<file path="src/verilog/bcm_pkg.sv">
// ****************************************************************
// shared constants of the background configuration crc monitor
// ****************************************************************
package bcm_pkg;

  // crc arithmetic
  localparam int CRC_W = 32;
  localparam logic [31:0] CRC_POLY = 32'h04c11db7;
  localparam logic [31:0] CRC_INIT = 32'hffffffff;

  // frame geometry of the masking scheme
  localparam int FRAME_CLBS = 16;
  localparam int FRAME_LUTS = 64;
  localparam int IO_ADJ_CLBS = 14;
  localparam int IODRP_FRAMES = 1;
  localparam int COMBINED_FRAMES = 5;

  // internal oscillator divider width
  localparam int OSC_DIV_W = 8;

  // option encodings
  localparam logic OPT_ENABLE = 1'b1;
  localparam logic OPT_DISABLE = 1'b0;
  localparam logic ACT_HALT = 1'b0;
  localparam logic ACT_CONTINUE = 1'b1;
  localparam logic SRC_PRE_COMPUTED = 1'b0;
  localparam logic SRC_FIRST_READBACK = 1'b1;

  // class of each readback word
  typedef enum logic [2:0] {
    KIND_LUT = 3'h0,
    KIND_IO = 3'h1,
    KIND_BRAM = 3'h2,
    KIND_PLL = 3'h3,
    KIND_OTHER = 3'h4
  } bcm_kind_t;

  // checker states, one-hot
  typedef enum logic [3:0] {
    ST_IDLE = 4'h1,
    ST_SCAN = 4'h2,
    ST_CHECK = 4'h4,
    ST_HOLD = 4'h8
  } bcm_state_t;

endpackage

</file>
<file path="src/verilog/bcm_crc_if.sv">
`timescale 1ns/1ps
// ****************************************************************
// link between checker control and crc accumulator
// ****************************************************************
interface bcm_crc_if #(
  parameter int DW = 32
);
  import bcm_pkg::*;
  logic start;
  logic step;
  logic [DW-1:0] data;
  logic [CRC_W-1:0] crc;

  modport ctrl (output start, output step, output data, input crc);
  modport eng (input start, input step, input data, output crc);
endinterface

</file>
<file path="src/verilog/bcm_crc_engine.sv">
`timescale 1ns/1ps
// ****************************************************************
// crc accumulator, one data word per step
// ****************************************************************
module bcm_crc_engine #(
  parameter int DW = 32
) (
  // clock and reset
  input wire logic core_clk,
  input wire logic arst_n,
  input wire logic ce,
  // accumulator link
  bcm_crc_if.eng ifc
);
  import bcm_pkg::*;

  // msb-first serial crc unrolled over the whole word
  function automatic logic [CRC_W-1:0] crc_next(
    input logic [CRC_W-1:0] c,
    input logic [DW-1:0] d
  );
    logic [CRC_W-1:0] r;
    logic fb;
    r = c;
    for (int i = DW - 1; i >= 0; i--) begin
      fb = r[CRC_W-1] ^ d[i];
      r = {r[CRC_W-2:0], 1'b0};
      if (fb) begin
        r = r ^ CRC_POLY;
      end
    end
    return r;
  endfunction

  // start wins over step so every scan begins from the seed
  always_ff @(posedge core_clk or negedge arst_n) begin
    if (!arst_n) begin
      ifc.crc <= CRC_INIT;
    end else if (ce) begin
      if (ifc.start) begin
        ifc.crc <= CRC_INIT;
      end else if (ifc.step) begin
        ifc.crc <= crc_next(ifc.crc, ifc.data);
      end
    end
  end

endmodule

</file>
<file path="src/verilog/bcm_monitor.sv">
`timescale 1ns/1ps
// Contract
// - continuously read back memory, crc per scan
// - compare each scan crc with golden value
// - mismatch raises flag, pulls init pin low
// - init pin flag can be disabled
// - mismatch flag sticky until cleared
// - halt events stop checking, clear flag
// - halting never disturbs user configuration access
// - after halt, reload golden, resume if enabled
// - run only after done pin high
// - no run while jtag holds config instruction
// - lut memory frames exclude lut contents
// - block ram contents never checked
// - pll dynamic port changes never masked
// - io tile drp masks tile and lut frame
// - io drp plus lut memory masks five frames
// - step clock chosen by port and mode
// - jtag preempts checker on configuration bus
// - enable setting turns checking on or off
// - error action halt or continue
// - golden from tools or first readback
module bcm_monitor #(
  parameter int DW = 32,
  parameter int NUM_FRAMES = 64,
  parameter int WORDS = 4
) (
  // clock, reset, clock enable
  input wire logic core_clk,
  input wire logic arst_n,
  input wire logic ce,
  // static options
  input wire logic readback_crc_enable,
  input wire logic init_pin_flag_select,
  input wire logic error_action_select,
  input wire logic golden_source_select,
  input wire logic [bcm_pkg::OSC_DIV_W-1:0] internal_osc_rate_select,
  input wire logic [bcm_pkg::CRC_W-1:0] precomputed_golden,
  // clock source selection
  input wire logic internal_config_port_present,
  input wire logic slave_mode,
  input wire logic internal_config_port_clk_tick,
  input wire logic config_clock_tick,
  // device status and halting events
  input wire logic done_pin,
  input wire logic sync_word_det,
  input wire logic config_release_cmd,
  input wire logic tap_reset,
  input wire logic config_abort,
  input wire logic internal_reprogram_cmd,
  input wire logic suspend_active,
  input wire logic shutdown_active,
  input wire logic jtag_ir_config,
  input wire logic jtag_bus_req,
  input wire logic user_config_busy,
  // masking information
  input wire logic io_drp_top,
  input wire logic io_drp_bottom,
  input wire logic lut_memory_top,
  input wire logic lut_memory_bottom,
  // configuration memory readback port
  output logic rd_req,
  output logic [$clog2(NUM_FRAMES)-1:0] rd_frame,
  output logic [$clog2(WORDS)-1:0] rd_word,
  input wire logic rd_ack,
  input wire logic [DW-1:0] rd_data,
  input wire bcm_pkg::bcm_kind_t rd_kind,
  input wire logic rd_lut_memory_frame,
  // user side
  input wire logic clear_error,
  output logic crc_mismatch_out,
  output logic checker_running,
  output logic init_pin_o,
  output logic init_pin_oe
);
  import bcm_pkg::*;

  localparam int FW = $clog2(NUM_FRAMES);
  localparam int WW = $clog2(WORDS);
  localparam logic [FW-1:0] LAST_FRAME = FW'(NUM_FRAMES - 1);
  localparam logic [WW-1:0] LAST_WORD = WW'(WORDS - 1);

  // ****************************************************************
  // masking decision
  // ****************************************************************

  // lut and io tile words near an edge with io drp are masked; the
  // window grows to the combined width when lut memory shares it
  function automatic logic mask_word(
    input bcm_kind_t kind,
    input logic [FW-1:0] frame,
    input logic lm_frame
  );
    int n_top;
    int n_bot;
    logic edge_hit;
    n_top = lut_memory_top ? COMBINED_FRAMES : IODRP_FRAMES;
    n_bot = lut_memory_bottom ? COMBINED_FRAMES : IODRP_FRAMES;
    edge_hit = (io_drp_top && (int'(frame) < n_top)) ||
      (io_drp_bottom && (int'(frame) >= NUM_FRAMES - n_bot));
    case (kind)
      KIND_BRAM: mask_word = 1'b1;
      KIND_PLL: mask_word = 1'b0;
      KIND_LUT: mask_word = lm_frame || edge_hit;
      KIND_IO: mask_word = edge_hit;
      default: mask_word = 1'b0;
    endcase
  endfunction

  // ****************************************************************
  // state and helper signals
  // ****************************************************************

  bcm_state_t state_q;
  logic released_q;
  logic golden_valid_q;
  logic [CRC_W-1:0] golden_q;
  logic [OSC_DIV_W-1:0] osc_cnt_q;
  logic osc_tick_q;
  logic mismatch_q;
  logic mismatch_d;
  logic halt_evt;
  logic may_run;
  logic bus_free;
  logic step_en;
  logic start_scan;
  logic last_word;
  logic capture_first;
  logic cmp_fail;
  logic [CRC_W-1:0] ref_crc;

  bcm_crc_if #(.DW(DW)) crc_ifc ();

  bcm_crc_engine #(.DW(DW)) u_engine (
    .core_clk(core_clk),
    .arst_n(arst_n),
    .ce(ce),
    .ifc(crc_ifc)
  );

  // ****************************************************************
  // run conditions
  // ****************************************************************

  // any of these abandons the scan and drops the flag
  assign halt_evt = sync_word_det || config_release_cmd || tap_reset ||
    config_abort || internal_reprogram_cmd || suspend_active ||
    shutdown_active;
  assign may_run = (readback_crc_enable == OPT_ENABLE) && done_pin &&
    released_q && !jtag_ir_config && !halt_evt;
  // reads only while nobody else wants the configuration bus
  assign bus_free = !jtag_bus_req && !user_config_busy;
  // step clock source: port clock wins, then pin or oscillator
  assign step_en = internal_config_port_present ? internal_config_port_clk_tick :
    (slave_mode ? config_clock_tick : osc_tick_q);
  assign start_scan = (state_q == ST_IDLE) && may_run && step_en;
  assign last_word = (rd_frame == LAST_FRAME) && (rd_word == LAST_WORD);

  // configuration logic is reachable only after a release word; a
  // new sync word means someone is configuring again
  always_ff @(posedge core_clk or negedge arst_n) begin
    if (!arst_n) begin
      released_q <= 1'b0;
    end else if (ce) begin
      if (config_release_cmd) begin
        released_q <= 1'b1;
      end else if (sync_word_det) begin
        released_q <= 1'b0;
      end
    end
  end

  // internal oscillator modelled as a programmable divider
  always_ff @(posedge core_clk or negedge arst_n) begin
    if (!arst_n) begin
      osc_cnt_q <= '0;
      osc_tick_q <= 1'b0;
    end else if (ce) begin
      if (osc_cnt_q >= internal_osc_rate_select) begin
        osc_cnt_q <= '0;
        osc_tick_q <= 1'b1;
      end else begin
        osc_cnt_q <= osc_cnt_q + 1'b1;
        osc_tick_q <= 1'b0;
      end
    end
  end

  // ****************************************************************
  // crc link
  // ****************************************************************

  assign crc_ifc.start = start_scan;
  assign crc_ifc.step = (state_q == ST_SCAN) && rd_req && rd_ack &&
    !mask_word(rd_kind, rd_frame, rd_lut_memory_frame);
  assign crc_ifc.data = rd_data;

  // ****************************************************************
  // comparison
  // ****************************************************************

  assign ref_crc = (golden_source_select == SRC_PRE_COMPUTED) ?
    precomputed_golden : golden_q;
  assign capture_first = (golden_source_select == SRC_FIRST_READBACK) &&
    !golden_valid_q;
  assign cmp_fail = (state_q == ST_CHECK) && may_run && !capture_first &&
    (crc_ifc.crc != ref_crc);

  // golden is forgotten on every halt, so it is reloaded or recaptured
  always_ff @(posedge core_clk or negedge arst_n) begin
    if (!arst_n) begin
      golden_valid_q <= 1'b0;
      golden_q <= '0;
    end else if (ce) begin
      if (halt_evt) begin
        golden_valid_q <= 1'b0;
      end else if ((state_q == ST_CHECK) && may_run && !golden_valid_q) begin
        golden_valid_q <= 1'b1;
        golden_q <= (golden_source_select == SRC_FIRST_READBACK) ?
          crc_ifc.crc : precomputed_golden;
      end
    end
  end

  // ****************************************************************
  // sticky mismatch flag and pins
  // ****************************************************************

  // a mismatch in the same cycle as a user clear is kept
  always_comb begin
    mismatch_d = mismatch_q;
    if (halt_evt) begin
      mismatch_d = 1'b0;
    end else if (cmp_fail) begin
      mismatch_d = 1'b1;
    end else if (clear_error) begin
      mismatch_d = 1'b0;
    end
  end

  assign mismatch_q = crc_mismatch_out;

  // init pin only pulls low; done is left to the startup logic
  always_ff @(posedge core_clk or negedge arst_n) begin
    if (!arst_n) begin
      crc_mismatch_out <= 1'b0;
      init_pin_oe <= 1'b0;
      init_pin_o <= 1'b0;
    end else if (ce) begin
      crc_mismatch_out <= mismatch_d;
      init_pin_oe <= mismatch_d && done_pin &&
        (init_pin_flag_select == OPT_ENABLE);
      init_pin_o <= 1'b0;
    end
  end

  // ****************************************************************
  // scan sequencer
  // ****************************************************************

  // a pending read is withdrawn when the bus is taken; the word is
  // simply asked for again, so preemption costs only time
  always_ff @(posedge core_clk or negedge arst_n) begin
    if (!arst_n) begin
      state_q <= ST_IDLE;
      rd_req <= 1'b0;
      rd_frame <= '0;
      rd_word <= '0;
      checker_running <= 1'b0;
    end else if (ce) begin
      checker_running <= may_run && (state_q != ST_HOLD);
      case (state_q)
        ST_IDLE: begin
          rd_req <= 1'b0;
          if (start_scan) begin
            rd_frame <= '0;
            rd_word <= '0;
            state_q <= ST_SCAN;
          end
        end
        ST_SCAN: begin
          if (!may_run) begin
            rd_req <= 1'b0;
            state_q <= ST_IDLE;
          end else if (rd_req && rd_ack) begin
            rd_req <= 1'b0;
            if (last_word) begin
              state_q <= ST_CHECK;
            end else if (rd_word == LAST_WORD) begin
              rd_word <= '0;
              rd_frame <= rd_frame + 1'b1;
            end else begin
              rd_word <= rd_word + 1'b1;
            end
          end else if (!bus_free) begin
            rd_req <= 1'b0;
          end else if (step_en) begin
            rd_req <= 1'b1;
          end
        end
        ST_CHECK: begin
          if (cmp_fail && (error_action_select == ACT_HALT)) begin
            state_q <= ST_HOLD;
          end else begin
            state_q <= ST_IDLE;
          end
        end
        ST_HOLD: begin
          if (!mismatch_d) begin
            state_q <= ST_IDLE;
          end
        end
        default: begin
          rd_req <= 1'b0;
          state_q <= ST_IDLE;
        end
      endcase
    end
  end
endmodule

</file>
<file path="config.mk">
export PLATFORM = sky130hd
export DESIGN_NAME = bcm_monitor
export DESIGN_NICKNAME = d
export VERILOG_FILES = /design/src/verilog/bcm_pkg.sv /design/src/verilog/bcm_crc_if.sv /design/src/verilog/bcm_crc_engine.sv /design/src/verilog/bcm_monitor.sv
export SDC_FILE = /design/constraint.sdc
export NUM_CORES = 1
export LEC_CHECK = 0
export ABC_AREA = 1
export BUFFER_PORTS_ARGS = -buffer_cell sky130_fd_sc_hd__buf_4
export CELL_PAD_IN_SITES_DETAIL_PLACEMENT = 2
export CELL_PAD_IN_SITES_GLOBAL_PLACEMENT = 2
export CORE_MARGIN = 10
export CORE_UTILIZATION = 35
export CTS_CLUSTER_DIAMETER = 40
export DETAILED_ROUTE_END_ITERATION = 8
export GPL_ROUTABILITY_DRIVEN = 0
export PLACE_DENSITY = 0.88
export SETUP_SLACK_MARGIN = 0.02
export SLEW_MARGIN = 20
export SYNTH_ARGS = -nofsm -noshare
export SYNTH_HDL_FRONTEND = slang
export SYNTH_HIERARCHICAL = 1
export SYNTH_SLANG_ARGS = --single-unit
</file>
<file path="constraint.sdc">
create_clock -name core_clk -period 7.2 [get_ports core_clk]
set_input_delay 0.36 -clock core_clk [delete_from_list [all_inputs] [get_ports core_clk]]
set_output_delay 0.36 -clock core_clk [all_outputs]
set_load 0.05 [all_outputs]
</file>
**After elaboration in Yosys (flattened, before gate mapping)**

Index checks and enable logic that the tools add are counted.

- Register bits: 91
- Input bits: 104
- Logic and storage cells: 325
- Output and inout bits: 13

- Eq/ne operators: 19
- $lt $le $gt $ge: 3
- Muxes and demuxes: 167
- Bitwise logic cells: 67
- Reduce and logical (&&, ||, !) cells: 52
- Add/sub/neg operators: 4

Operator list:

| operator | number |
|---|---|
| two-way mux 32 bit | 97 |
| two-way mux 27 bit | 32 |
| inverter 14 bit | 32 |
| != test 32 bit | 1 |
| XOR 1 bit | 32 |
| two-way mux 6 bit | 5 |
| two-way mux 4 bit | 6 |
| logical AND 1 bit | 23 |
| one-hot mux 4 bit (4 select lines) | 1 |
| two-way mux 1 bit | 14 |
| one-hot mux 6 bit (2 select lines) | 1 |
| two-way mux 2 bit | 5 |
| adder 8 x 1 -> 8 bit (second input constant) | 1 |
| greater-or-equal comparator 7 x 8 -> 1 bit | 1 |
| greater-or-equal comparator 8 bit | 1 |
| logical OR 1 bit | 8 |
| two-way mux 8 bit | 1 |
| != test 2 bit (second input constant) | 4 |
| nonzero test 2 bit | 4 |
| subtractor 7 x 3 -> 8 bit (first input constant) | 1 |
| zero test 1 bit | 7 |
| AND reduction 7 bit | 1 |
| adder 6 x 1 -> 6 bit (second input constant) | 1 |
| equality test 6 bit (second input constant) | 1 |
| 25 further kinds | 32 |

**Depth between registers and ports, before layout**

- Word-level depth: 166
- Depth in mapped cells: 30
- Mapped depth without buffers: 30

**Cells and area by module**

Netlist, hierarchy kept.

By module, submodules not included:

| module | area each (µm²) | cells each | times used | sequential area each (µm²) |
|---|---|---|---|---|
| bcm_crc_engine | 6,444.9 | 1,114 | 1 | 840.8 |
| bcm_monitor | 4,225.3 | 606 | 1 | 1,477.7 |

**Worst setup path before layout**

OpenSTA, ideal clock, no wires.

- Path type: reg2reg
- From: register rd_frame[2]
- To: register u_engine.ifc.crc[21]
- Path buffers: 1
- Clock period less this slack: 2.857 ns
- Path slack: 4.343 ns
- Library setup time: 0.082 ns
- Stages on the path, launching flop included: 14
- Required time: 7.118 ns
- Data arrival time: 2.775 ns
- Cells stage by stage: dfrtp_1 -> ha_1 -> inv_1 -> nor2_1 -> nor3_1 -> a31oi_1 -> o22ai_1 -> a21oi_1 -> o21ai_1 -> inv_1 -> nand2_1 -> clkinv_1 -> buf_2 -> a22oi_1

- Word-level cells in the longest chain between the ends: 9
- Elaborated cells between the ends (all ways): 11
- Classes of those cells: 2 x order compare; 1 x mux; 8 x reduce/logical

RTL lines:

| element | line | RTL |
|---|---|---|
| from (decl) | bcm_monitor.sv:63 | `output logic [$clog2(NUM_FRAMES)-1:0] rd_frame,` |
| from (signal assigned) | bcm_monitor.sv:291 | `rd_frame <= rd_frame + 1'b1;` |
| greater-or-equal comparator 7 x 8 -> 1 bit / < comparator 6 x 3 -> 1 bit (equally long branches) | bcm_monitor.sv:100, bcm_monitor.sv:99 |  |
| logical AND 1 bit (on tied branches) | bcm_monitor.sv:100, bcm_monitor.sv:99 |  |
| logical OR 1 bit * | bcm_monitor.sv:99 | `edge_hit = (io_drp_top && (int'(frame) < n_top)) \|\|` |
| logical OR 1 bit | bcm_monitor.sv:104 | `KIND_LUT: mask_word = lm_frame \|\| edge_hit;` |
| one-hot mux 1 bit (3 select lines) * | bcm_monitor.sv:101 | `case (kind)` |
| zero test 1 bit * | bcm_monitor.sv:195 | `!mask_word(rd_kind, rd_frame, rd_lut_memory_frame);` |
| logical AND 1 bit * | bcm_monitor.sv:194 | `assign crc_ifc.step = (state_q == ST_SCAN) && rd_req && rd_ack &&` |
| named net crc_ifc.step | bcm_crc_if.sv:10 | `logic step;` |
| nonzero test 2 bit (no source line) * | - |  |
| AND reduction 2 bit (no source line) * | - |  |
| to (signal assigned) | bcm_crc_engine.sv:43 | `ifc.crc <= crc_next(ifc.crc, ifc.data);` |
| to (decl) | bcm_crc_if.sv:15 | `modport eng (input start, input step, input data, output crc);` |

Mark *: on every way through the listed nets, which the timed path passes. The rest lies on a longest branch.
A chain may end at the register's enable or synchronous reset.

**Worst setup path in the final report**

- From: input config_release_cmd
- To: register u_engine.ifc.crc[20]

- Word-level cells in the longest chain between the ends: 12
- Elaborated cells between the ends (all ways): 13
- Classes of those cells: 1 x mux; 12 x reduce/logical

RTL lines:

| element | line | RTL |
|---|---|---|
| from (decl) | bcm_monitor.sv:47 | `input wire logic config_release_cmd,` |
| logical OR 1 bit * (3 in a row) | bcm_monitor.sv:146 | `assign halt_evt = sync_word_det \|\| config_release_cmd \|\| tap_reset \|\|` |
| logical OR 1 bit * (3 in a row) | bcm_monitor.sv:147 | `config_abort \|\| internal_reprogram_cmd \|\| suspend_active \|\|` |
| zero test 1 bit * | bcm_monitor.sv:150 | `released_q && !jtag_ir_config && !halt_evt;` |
| logical AND 1 bit * | bcm_monitor.sv:150 |  |
| logical AND 1 bit * (2 in a row) | bcm_monitor.sv:156 | `assign start_scan = (state_q == ST_IDLE) && may_run && step_en;` |
| named net crc_ifc.start | bcm_crc_if.sv:9 | `logic start;` |
| nonzero test 2 bit (no source line) | - |  |
| AND reduction 2 bit (no source line) | - |  |

Marks and branches as above.

==> impl_metrics.yaml <==
run_status:
  status: "finished clean"
worst_setup_path:
  end_kind: "flop"
  ff2ff_setup_slack_ns: 2.91
  r2r_start: "released_q"
  required_ns: 7.47
  cp_top_family: "buffers and inverters"
  crit_chain: "buf_4 -> nor2_1 -> nand2_1 -> nor4_4 -> nand2_1 -> nor2_1 -> nand2_1 -> inv_1 -> o21ai_1 -> buf_4 -> inv_1 -> nand2_1 -> clkinv_1 -> o21ai_0 -> a21oi_1 -> a21oi_1"
  reg2reg_depth: 14
  r2r-end: "u_engine/ifc.crc[20]"
  slowest_delay_ns: 0.74
  worstSetupPathType: "in2reg"
  startpoint_type: "primary input"
  worst_ep_arrival_time_ns: 4.57
  crit_path_top_delay_cell: "inv_1"
  cp_common_cell: "nand2_1"
  cp_max_fo: 25
  critPathBufInv: 5
global_route:
  grt.total_usage_pct: 26.3
  antenna_found_initial: 1
  overflow: 0
  grt_pass1_wl_um: 79900
  grt_max_degree: 57
  grt_pass1_vias: 13787
synthesis:
  syn_nets: 1838
  synthCells: 1720
  synth_top_family_by_area: "simple AND/OR/NAND/NOR gates"
  synth_top_area_share_pct: 25.2
  ys_ff_latch: 91
  synth_simple_gate_area_share_pct: 49.4
  synthXorXnorAreaFrac_pct: 10.5
  yosysSeqAreaShare_pct: 21.7
  synth.distinct_cells: 48
  syn_area_um2: 10700
  synthAdderAreaFrac_pct: 1.64
  synthArstFlopShare_pct: 100
  avgSynthCellArea_um2: 6.20
  synth_ff_type: "dfrtp_1"
  synth.largest_area_cell: "nand2_1"
  synth_mux_area_share_pct: 2.63
  yosysWarnings: 6
  synth_area_leaders: "nand2_1, dfrtp_1, nand3_1, dfstp_2, xor2_1"
  synth_compound_area_share_pct: 5.11
  synth_edf_count: 0
layout:
  drive_gt1_share_pct: 18.8
  layout.cells.most_common_list: "nand2_1, nand3_1, inv_1"
  nNetsFinal: 1943
  fill_cells: 3705
  diodes: 0
  seq_area_um2: 2320
  final_common_cell: "nand2_1"
  multi_input_area_um2: 7400
  fin_area_um2: 12200
  area_growth_syn_to_layout_pct: 14.0
drt:
  drt-pass1-iter-count: 4
  route.detailed.drc: 0
  ant_nets: 0
  vias: 12046
  vias_per_cell: 5.43
  wirelength_um: 51200
  drtIter0Drc: 591
  wl_per_cell_um: 23.1
sta:
  finalHoldViolCount: 0
  setup_viol: 0
  rsz0062_at_grt: "false"
  slew_headroom_pct: 34.2
  min_period_ns: 4.30
  fin_crit_sh_pct: 59.7
  finClkSkew_ns: 0.0138
  tns_ns: 0
  tightest_slew_ns: 0.985
  max_freq_mhz: 233
  drv_slew: 0
  finalWorstSetupSlack_ns: 2.90
clock_network:
  clk_path_buf_depth: 2
  hold_buffers: 0
  path_clk_slew_ns: 0.08
  postCtsSetupRepairBufs: 0
  cts-resized-gates: 0
  cts-root-buf: "clkbuf_16"
  clock_sinks: 91
  cts_tree: "built"
  htreeDepth: 3
  insertion_delay_ns: 0.37
  numCtsBuffers: 9
place:
  pre_cts_ws_ns: 2.73
  dp_hpwl_um: 39700
  portBuffers: 115
  placed_cell_area_um2: 11900
run:
  max_cap_violations: 0
die:
  fp.dieH_um: 195
  start_util_pct: 35.7
  die_area_um2: 37900
  fp.coreArea_um2: 29900
  rows: 63
  io_pins: 117
  die_x_um: 195
hold_path:
  min_path_type: "in2async"
[logic make-up (layout without fill, tap and decap cells)]
kind of cell / after synthesis / count (layout)
AO/OA/AOI/OAI: 96 / 96
XOR/XNOR: 123 / 123
adder cells (fa/ha/maj): 14 / 14
buffers and inverters: 236 / 346
flip-flops: 91 / 91
multiplexers: 25 / 25
other: 1 / 1
AND/OR/NAND/NOR: 1134 / 1134
[layout make-up]
type | instances | area share [%]
Multi-Input combinational cell | 1393 | 60.8
Sequential cell | 91 | 19.1
Timing Repair Buffer | 118 | 7.28
Inverter | 212 | 6.58
Tap cell | 390 | 4.01
Clock buffer | 12 | 2.03
Clock inverter | 4 | 0.216
[worst max-delay path by stage]
stage                            start                    to  slack [ns]  depth (start not counted)
detailed placement  config_release_cmd  u_engine/ifc.crc[23]        2.73                         16
global route        config_release_cmd  u_engine/ifc.crc[20]        2.57                         16
global placement    config_release_cmd  u_engine/ifc.crc[20]        3.04                         16
finish              config_release_cmd  u_engine/ifc.crc[20]        2.90                         16
floorplan                  rd_frame[2]  u_engine/ifc.crc[21]        4.34                         13
CTS                 config_release_cmd  u_engine/ifc.crc[20]        2.94                         16
[Yosys cell counts, types with 2 or more instances]
cell type / instances
a22oi_1: 2
nand2_4: 31
nand2_2: 68
clkbuf_1: 7
ha_1: 14
nor3_1: 9
buf_4: 3
nand3_1: 207
mux2_2: 24
or2_2: 5
nor2_1: 44
nand2_1: 716
xor2_1: 93
dfrtp_1: 58
buf_6: 5
inv_2: 17
o22ai_1: 8
nand4_1: 10
dfstp_2: 33
o21ai_0: 47
clkinv_1: 3
xnor2_1: 26
o21ai_1: 8
nor4_1: 2
inv_4: 2
buf_2: 9
nor2_4: 4
o21a_1: 10
a21oi_1: 16
nand3_2: 14
nand2_8: 3
nand3b_1: 14
nand3_4: 3
xor2_2: 2
inv_1: 190
[state kept, by name, indices dropped and copies added, names as in the netlist]
register	flops
checker_running	1
crc_mismatch_out	1
golden_q	32
golden_valid_q	1
init_pin_oe	1
osc_cnt_q	8
osc_tick_q	1
rd_frame	6
rd_req	1
rd_word	2
released_q	1
state_q	4
u_engine/ifc.crc	32
[metrics by stage]
step	util [%]	cells	hold slack (ns)
after floorplan	-	1720	0.0644
after global placement	39.8	2204	0.430
after detailed placement	39.8	2204	0.444
after CTS	40.7	2220	0.0585
after global routing	40.7	2220	0.0701
final	40.7	2220	0.0306
[worst register-to-register path, cell delays in order, from the launching register on]
cell and delay (ns):
dfrtp_1 0.39, nand3_1 0.09, nor2_1 0.34, nand2_1 0.14, nor2_1 0.19, nand2_1 0.17
inv_1 0.30, o21ai_1 0.13, buf_4 0.23, inv_1 0.75, nand2_1 0.47, clkinv_1 0.48
o21ai_0 0.18, a21oi_1 0.22, a21oi_1 0.13
[metal layers]
layer / routed length, um / GRT usage, % / vias up
li1: - / - / 5593
met1: 20900 / 30.2 / 5986
met2: 25100 / 45.5 / 323
met3: 2610 / 5.58 / 142
met4: 2650 / 12.9 / 2
met5: 11 / 0 / -
Power is left out: the tool's default activity adds up to more than one toggle a clock period on the data nets, which glitch-free logic cannot reach.
